`config.mk`:
```
export PLATFORM = sky130hd
export DESIGN_NAME = dpb_pwm_timing
export DESIGN_NICKNAME = d
export VERILOG_FILES = /design/src/rtl/dpb_pkg.sv /design/src/rtl/dpb_gate_seq.sv /design/src/rtl/dpb_pwm_timing.sv
export VERILOG_INCLUDE_DIRS = /design/src /design/src/rtl
export SDC_FILE = /design/constraint.sdc
export NUM_CORES = 1
export LEC_CHECK = 0
export ABC_AREA = 1
export BUFFER_PORTS_ARGS = -buffer_cell sky130_fd_sc_hd__clkbuf_2
export CAP_MARGIN = 10
export CORE_MARGIN = 2
export CORE_UTILIZATION = 40
export CTS_CLUSTER_DIAMETER = 120
export DETAILED_ROUTE_END_ITERATION = 8
export PLACE_DENSITY_LB_ADDON = 0.12
export REMOVE_ABC_BUFFERS = 1
export SLEW_MARGIN = 25
export SYNTH_ARGS = -nofsm -noshare
export SYNTH_HDL_FRONTEND = slang
export SYNTH_SLANG_ARGS = --single-unit
```
`constraint.sdc`:
```
create_clock -name sys_clk -period 3 [get_ports sys_clk]
set_input_delay 0.75 -clock sys_clk [delete_from_list [all_inputs] [get_ports sys_clk]]
set_output_delay 0.75 -clock sys_clk [all_outputs]
set_load 0.02 [all_outputs]
```
`src/rtl/dpb_params.svh`:
```
// Constants of the dual-phase buck timing block
`ifndef DPB_PARAMS_SVH
`define DPB_PARAMS_SVH

`define DPB_CLK_HZ 40000000
`define DPB_CLK_KHZ (`DPB_CLK_HZ / 1000)
`define DPB_F_GND_KHZ 300
`define DPB_F_RAIL_KHZ 600
`define DPB_F_MIN_KHZ 200
`define DPB_F_MAX_KHZ 1500
`define DPB_PER_GND (`DPB_CLK_KHZ / `DPB_F_GND_KHZ)
`define DPB_PER_RAIL (`DPB_CLK_KHZ / `DPB_F_RAIL_KHZ)
`define DPB_PER_MAX (`DPB_CLK_KHZ / `DPB_F_MIN_KHZ)
`define DPB_PER_MIN ((`DPB_CLK_KHZ + `DPB_F_MAX_KHZ - 1) / `DPB_F_MAX_KHZ)
`define DPB_SYNC_DLY_NS 100
`define DPB_SYNC_DLY ((`DPB_SYNC_DLY_NS * (`DPB_CLK_HZ / 1000000)) / 1000)
`define DPB_LOSS_PERIODS 2
`define DPB_PER_W 8
`define DPB_LOSS_W 10

`endif

```
`src/rtl/dpb_pkg.sv`:
```
// Types of the dual-phase buck timing block
package dpb_pkg;
    typedef enum logic [1:0] {
        CH_IDLE,
        CH_ON,
        CH_OFF
    } dpb_chan_state_t;
endpackage : dpb_pkg

```
`src/rtl/dpb_gate_seq.sv`:
```
// Break-before-make gate sequencer for one channel
module dpb_gate_seq (
    // Clock and reset
    input wire logic sys_clk,
    input wire logic resetn,
    // Requests from the cycle logic
    input wire logic highReq,
    input wire logic lowReq,
    // Sensed power stage
    input wire logic switchNodeLow,
    input wire logic lowGateSense,
    // Gate drives
    output logic highGate,
    output logic lowGate
);
    logic highGate_next;
    logic lowGate_next;

    // Dead time follows the sensed nodes, so it adapts to the MOSFETs
    always_comb begin
        highGate_next = highReq & ~lowGate & ~lowGateSense;
        lowGate_next = lowReq & ~highGate & switchNodeLow;
    end

    always_ff @(posedge sys_clk or negedge resetn) begin
        if (!resetn) begin
            highGate <= 1'b0;
            lowGate <= 1'b0;
        end else begin
            highGate <= highGate_next;
            lowGate <= lowGate_next;
        end
    end

    crossCond_a: assert property (@(posedge sys_clk) disable iff (!resetn)
        !(highGate && lowGate)) else $error("both gates on");
    lowWait_a: assert property (@(posedge sys_clk) disable iff (!resetn)
        $rose(highGate) |-> !$past(lowGate) && !$past(lowGateSense))
        else $error("high gate rose before low side off");
endmodule : dpb_gate_seq

```
`src/rtl/dpb_pwm_timing.sv`:
```
// Oscillator, mode, sync and cycle timing of the dual-phase buck controller
`include "dpb_params.svh"

module dpb_pwm_timing
    import dpb_pkg::*;
(
    // Clock and reset
    input wire logic sys_clk,
    input wire logic resetn,
    // Frequency set pin straps
    input wire logic setPinAToGround,
    input wire logic setPinAToRail,
    input wire logic [7:0] freqSetResistorPeriod,
    // Mode and sync pin
    input wire logic syncPin,
    // Analog comparators per channel
    input wire logic [1:0] errAmpAboveSkip,
    input wire logic [1:0] pwmCompTrip,
    input wire logic [1:0] zeroCross,
    // Sensed power stage per channel
    input wire logic [1:0] switchNodeLow,
    input wire logic [1:0] lowGateSense,
    // Gate drives
    output logic highSideGateA,
    output logic highSideGateB,
    output logic [1:0] lowSideGate,
    // Current sense timing
    output logic [1:0] valleySample,
    output logic [1:0] rampStart,
    // Status
    output logic forcedPwm,
    output logic syncLocked
);
    localparam int DLY = `DPB_SYNC_DLY;
    localparam int PW = `DPB_PER_W;
    localparam int LW = `DPB_LOSS_W;

    // Oscillator, sync and mode state
    logic [PW-1:0] period_reg, period_next;
    logic [PW-1:0] phase_reg, phase_next;
    logic [LW-1:0] loss_reg, loss_next;
    logic locked_reg, locked_next;
    logic syncPrev_reg, syncPrev_next;
    logic nextCh_reg, nextCh_next;
    logic [DLY-1:0] edgeDly_reg, edgeDly_next;
    logic [DLY-1:0] chDly_reg, chDly_next;
    logic [1:0] start_reg, start_next;
    logic forced_reg, forced_next;
    logic [PW-1:0] half;
    logic [PW-1:0] resPeriod;
    logic [LW-1:0] lossLimit;
    logic syncRise;
    logic edgeCh;
    logic boundary;
    logic lossHit;

    always_comb begin
        half = {1'b0, period_reg[PW-1:1]};
        syncRise = syncPin & ~syncPrev_reg;
        syncPrev_next = syncPin;
        boundary = ~locked_reg & (phase_reg == period_reg - 8'h01);
        lossLimit = LW'(`DPB_LOSS_PERIODS) * {2'h0, period_reg};
        // Any sync period up to 2x the oscillator period beats this limit
        lossHit = locked_reg & (loss_reg >= lossLimit);

        // Out-of-range resistor settings are held at the range ends
        if (freqSetResistorPeriod < PW'(`DPB_PER_MIN)) begin
            resPeriod = PW'(`DPB_PER_MIN);
        end else if (freqSetResistorPeriod > PW'(`DPB_PER_MAX)) begin
            resPeriod = PW'(`DPB_PER_MAX);
        end else begin
            resPeriod = freqSetResistorPeriod;
        end
        if (setPinAToGround) begin
            period_next = PW'(`DPB_PER_GND);
        end else if (setPinAToRail) begin
            period_next = PW'(`DPB_PER_RAIL);
        end else begin
            period_next = resPeriod;
        end

        locked_next = locked_reg;
        if (syncRise) begin
            locked_next = 1'b1;
        end else if (lossHit) begin
            locked_next = 1'b0;
        end

        loss_next = (syncRise || !locked_reg) ? '0 : loss_reg + 10'h001;

        // Oscillator held in reset while the sync clock rules
        if (syncRise || locked_reg) begin
            phase_next = '0;
        end else if (boundary) begin
            phase_next = '0;
        end else begin
            phase_next = phase_reg + 8'h01;
        end

        // First edge goes to whichever channel is nearer its cycle end
        edgeCh = locked_reg ? nextCh_reg : (phase_reg < half);
        nextCh_next = syncRise ? ~edgeCh : nextCh_reg;
        edgeDly_next = {edgeDly_reg[DLY-2:0], syncRise};
        chDly_next = {chDly_reg[DLY-2:0], edgeCh};

        // Internal starts: A at wrap, B half a period later
        start_next[0] = (boundary & ~syncRise)
            | (lossHit & ~syncRise);
        start_next[1] = ~locked_reg & ~syncRise
            & (phase_reg == half - 8'h01);
        // Sync starts: each divided phase clocks one channel
        if (edgeDly_reg[DLY-2]) begin
            start_next[chDly_reg[DLY-2]] = 1'b1;
        end

        // Pin level sampled at each cycle boundary, pull-up keeps PWM
        if (locked_next) begin
            forced_next = 1'b1;
        end else if (boundary || lossHit) begin
            forced_next = syncPin;
        end else begin
            forced_next = forced_reg;
        end
    end

    always_ff @(posedge sys_clk or negedge resetn) begin
        if (!resetn) begin
            period_reg <= PW'(`DPB_PER_GND);
            phase_reg <= '0;
            loss_reg <= '0;
            locked_reg <= 1'b0;
            // Idle high, so a pulled-up pin gives no false edge after reset
            syncPrev_reg <= 1'b1;
            nextCh_reg <= 1'b0;
            edgeDly_reg <= '0;
            chDly_reg <= '0;
            start_reg <= 2'h0;
            forced_reg <= 1'b0;
        end else begin
            period_reg <= period_next;
            phase_reg <= phase_next;
            loss_reg <= loss_next;
            locked_reg <= locked_next;
            syncPrev_reg <= syncPrev_next;
            nextCh_reg <= nextCh_next;
            edgeDly_reg <= edgeDly_next;
            chDly_reg <= chDly_next;
            start_reg <= start_next;
            forced_reg <= forced_next;
        end
    end

    assign forcedPwm = forced_reg;
    assign syncLocked = locked_reg;

    // Per-channel cycle state and gate sequencing
    logic [1:0] highGate;
    logic [1:0] lowGate;
    logic [1:0] highReq;
    logic [1:0] lowReq;
    logic [1:0] valley_reg, valley_next;
    logic [1:0] ramp_reg, ramp_next;
    logic [1:0] highPrev_reg, highPrev_next;
    dpb_chan_state_t chState_reg [2];
    dpb_chan_state_t chState_next [2];

    for (genvar c = 0; c < 2; c++) begin : g_chan
        logic skip;

        always_comb begin
            // Light load in skip mode drops the pulse entirely
            skip = ~forced_reg & ~errAmpAboveSkip[c];
            chState_next[c] = chState_reg[c];
            valley_next[c] = 1'b0;
            case (chState_reg[c])
                CH_IDLE: begin
                    if (start_reg[c] && !skip) begin
                        chState_next[c] = CH_ON;
                    end
                end
                CH_ON: begin
                    if (pwmCompTrip[c]) begin
                        chState_next[c] = CH_OFF;
                    end
                end
                CH_OFF: begin
                    if (start_reg[c]) begin
                        valley_next[c] = 1'b1;
                        if (!skip) begin
                            chState_next[c] = CH_ON;
                        end
                    end else if (!forced_reg && zeroCross[c]) begin
                        // DCM only outside forced PWM
                        chState_next[c] = CH_IDLE;
                    end
                end
                default: begin
                    chState_next[c] = CH_IDLE;
                end
            endcase
            highReq[c] = (chState_reg[c] == CH_ON);
            lowReq[c] = (chState_reg[c] == CH_OFF);
            highPrev_next[c] = highGate[c];
            ramp_next[c] = highGate[c] & ~highPrev_reg[c];
        end

        always_ff @(posedge sys_clk or negedge resetn) begin
            if (!resetn) begin
                chState_reg[c] <= CH_IDLE;
                valley_reg[c] <= 1'b0;
                ramp_reg[c] <= 1'b0;
                highPrev_reg[c] <= 1'b0;
            end else begin
                chState_reg[c] <= chState_next[c];
                valley_reg[c] <= valley_next[c];
                ramp_reg[c] <= ramp_next[c];
                highPrev_reg[c] <= highPrev_next[c];
            end
        end

        dpb_gate_seq u_gate (
            .sys_clk(sys_clk),
            .resetn(resetn),
            .highReq(highReq[c]),
            .lowReq(lowReq[c]),
            .switchNodeLow(switchNodeLow[c]),
            .lowGateSense(lowGateSense[c]),
            .highGate(highGate[c]),
            .lowGate(lowGate[c])
        );

        forcedCcm_a: assert property (@(posedge sys_clk) disable iff (!resetn)
            forced_reg && start_reg[c] && chState_reg[c] != CH_ON |=> chState_reg[c] == CH_ON)
            else $error("forced PWM cycle not started");
        skipPulse_a: assert property (@(posedge sys_clk) disable iff (!resetn)
            !forced_reg && !errAmpAboveSkip[c] && start_reg[c] && chState_reg[c] == CH_IDLE
            |=> chState_reg[c] == CH_IDLE)
            else $error("pulse not skipped at light load");
        valleyRamp_a: assert property (@(posedge sys_clk) disable iff (!resetn)
            $rose(highGate[c]) |=> rampStart[c])
            else $error("ramp not started with on time");
        valleyEnd_a: assert property (@(posedge sys_clk) disable iff (!resetn)
            valleySample[c] |-> $past(chState_reg[c]) == CH_OFF && $past(start_reg[c]))
            else $error("valley sample outside off end");
    end

    assign highSideGateA = highGate[0];
    assign highSideGateB = highGate[1];
    assign lowSideGate = lowGate;
    assign valleySample = valley_reg;
    assign rampStart = ramp_reg;

    // Cycles since channel A start, for the interleave check
    logic [PW-1:0] sinceA;
    always_ff @(posedge sys_clk or negedge resetn) begin
        if (!resetn) begin
            sinceA <= '0;
        end else begin
            sinceA <= start_reg[0] ? 8'h01 : sinceA + 8'h01;
        end
    end

    interleaveB_a: assert property (@(posedge sys_clk) disable iff (!resetn)
        start_reg[1] && !locked_reg && $past(start_reg[0], 2) == 1'b0 && sinceA != 8'h00
        && $stable(period_reg) |-> sinceA == half)
        else $error("channel B not half a period after A");
    syncDelay_a: assert property (@(posedge sys_clk) disable iff (!resetn)
        syncRise |-> ##4 (start_reg != 2'h0))
        else $error("sync start not 100 ns after edge");
    lockEdge_a: assert property (@(posedge sys_clk) disable iff (!resetn)
        !locked_reg && syncRise |=> locked_reg && phase_reg == '0)
        else $error("first sync edge did not take control");
    syncPwm_a: assert property (@(posedge sys_clk) disable iff (!resetn)
        locked_reg |-> forced_reg)
        else $error("sync mode not in forced PWM");
    alternate_a: assert property (@(posedge sys_clk) disable iff (!resetn)
        locked_reg && syncRise |=> nextCh_reg != $past(nextCh_reg))
        else $error("sync edges not alternating channels");
    lossFall_a: assert property (@(posedge sys_clk) disable iff (!resetn)
        lossHit && !syncRise |=> !locked_reg ##0 start_reg[0])
        else $error("no fallback to oscillator on sync loss");
    modeFollow_a: assert property (@(posedge sys_clk) disable iff (!resetn)
        boundary && !syncRise |=> forced_reg == $past(syncPin))
        else $error("mode pin not applied at cycle boundary");
    clampRange_a: assert property (@(posedge sys_clk) disable iff (!resetn)
        period_reg >= PW'(`DPB_PER_MIN) && period_reg <= PW'(`DPB_PER_MAX))
        else $error("oscillator period out of range");
    strapGnd_a: assert property (@(posedge sys_clk) disable iff (!resetn)
        setPinAToGround |=> period_reg == PW'(`DPB_PER_GND))
        else $error("grounded set pin not at low frequency");
    oneStart_a: assert property (@(posedge sys_clk) disable iff (!resetn)
        locked_reg |-> start_reg != 2'h3)
        else $error("both channels started on one sync edge");

    lockSeen_c: cover property (@(posedge sys_clk) disable iff (!resetn)
        !locked_reg ##1 locked_reg);
    lossSeen_c: cover property (@(posedge sys_clk) disable iff (!resetn)
        locked_reg ##1 !locked_reg);
    dcmIdle_c: cover property (@(posedge sys_clk) disable iff (!resetn)
        chState_reg[0] == CH_OFF ##1 chState_reg[0] == CH_IDLE);
    modeSwap_c: cover property (@(posedge sys_clk) disable iff (!resetn)
        !locked_reg && forced_reg ##1 !forced_reg);
    valleyCcm_c: cover property (@(posedge sys_clk) disable iff (!resetn)
        valleySample[0] && forced_reg);
endmodule : dpb_pwm_timing

```
==> impl_results.md <==
* CTS buffer count at 5
* Setup TNS at 0 ns
* Initial antenna violation count at 0
* Final period util at 0.639
* Setup WS post-layout at 1.08 ns
* Share of cells above drive strength 1 at 0.140
* Pwr Density at 578 nW/µm²
* Seq. cell area at 1310 µm²
* Max reg flops at 10
* Post-layout util at 0.460
* Post-route cell area at 3320 µm²
* DP Worst Slack at 1.07 ns
* Vias in the first global route at 2,278
* GR Overflow Total at 0
* Full die area at 8110 µm²
* Final HPWL DP at 4480 µm
* CTS Hold Bufs at 0
* Required time of the worst setup path at 3.21 ns
* Drt pass-1 iters at 5
* Post-synth EDFFs at 0
* Global-route wire length before repair at 10,100 µm
* Synth cell types at 31
* Area contributors post-synth: dfrtp_1 (41%), nand2_1 (10%), ha_1 (8.0%)
* WL final at 5570 µm
* Avg WL per Cell at 11.0 µm
* Cells after synthesis at 372
* P_leak at 1.77 nW
* Most frequent cells in the layout: nand2_1 (79), inv_1 (54), nor2_1 (52)
* Critical setup path kind: flip-flop to flip-flop
* CTS Buffer Depth at 2
* Clock slew at reported path FFs at 0.10 ns
* IO buf count at 32
* # resized after CTS at 0
* Largest net degree at the start of global routing at 39
* Post-route DRC at 0
* Final ANT Viol Nets at 0
* Root buffer cell: clkbuf_8
* GRT Util Overall at 0.152
* Most common cell after layout, fill and taps aside: nand2_1
* Achievable frequency at 0.522 GHz
* Status: finished, final reports clean
* Initial DRC Count at 71
* CP startpoint kind: flip-flop
* Area leader, netlist: dfrtp_1
* # IOs at 33
* Slew Limit Headroom at 0.687
* CP arrival at 2.13 ns
* Unrepaired setup endpoints after global routing: false
* Final Max Slew Viols at 0
* Fin nets at 447
* Final Setup Violations at 0
* Post-synth design cell area at 2960 µm²
* H-tree depth at 2
* Hold WS at 0.328 ns
* Number of synthesized register bits at 52
* Initial Util at 0.410
* CP max FO at 8
* Worst skew pair latency at 0.31 ns
* Synth Area per Inst at 7.96 µm²
* Post-CTS Setup Bufs at 0
* Clock sink total at 52
* Via count at 2,315
* Number of diodes at 0
* Placed Instance Area at 3210 µm²
* Die height at 90.0 µm
* Area of the multi-input gates at 1390 µm²
* Top FF cell, synth: dfrtp_1
* Fillers at 744
* Fin. Hold Viols at 0
* Row count at 31
* RePlAce Congestion at 0.771
* Hold Path Class: primary input to async pin
* CTS tree: built
* Register area share after synthesis at 0.441
* Die W at 90.0 µm
* Syn. warnings at 0
* Synth async-reset ratio at 1.00
* Core area at 7210 µm²
* Clk_skew at 0.00572 ns
* Vias per cell at 4.58
* Layout area overhead at 12.2%
* Final worst path period need at 1.92 ns
* Max-Cap Viols at 0
* Worst Max-Slew Pin Slew at 0.470 ns
* Yosys top cell area share at 0.406
* Crit. End Element: flip-flop
* Max IR drop VDD at 0.263 mV
cell type report:
cell class | count | area share
Multi-Input combinational cell | 255 | 0.419
Inverter | 58 | 0.0656
Timing Repair Buffer | 33 | 0.0505
Clock buffer | 5 | 0.0207
Clock inverter | 3 | 0.0139
Sequential cell | 52 | 0.393
Tap cell | 99 | 0.0373
synth_stat cells (all sizes together), types with 2 or more instances:
cell / number
a31oi: 2
nand3b: 3
dfstp: 4
buf: 7
a21oi: 18
ha: 19
xnor2: 10
inv: 58
nor3: 9
nor2: 54
xor2: 13
o21ai: 12
nand2: 81
dfrtp: 48
nand3: 22
nand4: 4
or2: 2
path summary, 6_finish.rpt:
check / from / slack, ns / to / depth (start not counted)
min: resetn / 0.33 / rampStart[0] / 1
min reg2reg: chDly_reg[1] / 0.36 / chDly_reg[2] / 0
min in group sys_clk: chDly_reg[1] / 0.36 / chDly_reg[2] / 0
max in group asynchronous: resetn / 1.85 / period_reg[2] / 2
max reg2reg: period_reg[0] / 1.08 / forcedPwm / 11
max: period_reg[0] / 1.08 / forcedPwm / 11
per-layer routing:
layer / part of all wire / vias to the layer above / global-route usage
met2: 0.47 / 48 / 0.266
met3: 0.042 / 9 / 0.0268
li1: - / 1229 / -
met5: 0 / - / 0
met4: 0.017 / 0 / 0.0500
met1: 0.47 / 1029 / 0.192
critical path, cell delays in order (launching register included):
cell,delay [ns]
dfstp_2,0.57
inv_1,0.09
ha_1,0.32
or2_2,0.27
nand3_1,0.07
nor2_1,0.04
nand2_1,0.08
nor2_1,0.06
nand3_2,0.10
nand2_4,0.10
nand2_2,0.07
nand2_1,0.04
through the flow:
step,instances,power (mW)
CTS,505,1.96
global route,505,2.08
detailed placement,497,1.46
global placement,497,1.45
finish,505,1.92
floorplan,365,1.29
power by group:
| group | switching (mW) | internal [mW] | leakage (nW) | total (mW) |
|---|---|---|---|---|
| Combinational | 0.325 | 0.186 | 1.04 | 0.511 |
| Sequential | 0.0881 | 0.829 | 0.674 | 0.917 |
| Clock | 0.240 | 0.251 | 0.0548 | 0.492 |
| Total | 0.653 | 1.27 | 1.77 | 1.92 |
cells by family after synthesis:
| family | synth area share |
|---|---|
| AND/OR/NAND/NOR | 0.259 |
| XOR/XNOR | 0.0680 |
| flip-flops | 0.441 |
| AO/OA/AOI/OAI | 0.0621 |
| adder cells (fa/ha/maj) | 0.0803 |
| buffers and inverters | 0.0892 |
(Power assumes the default switching activity.)
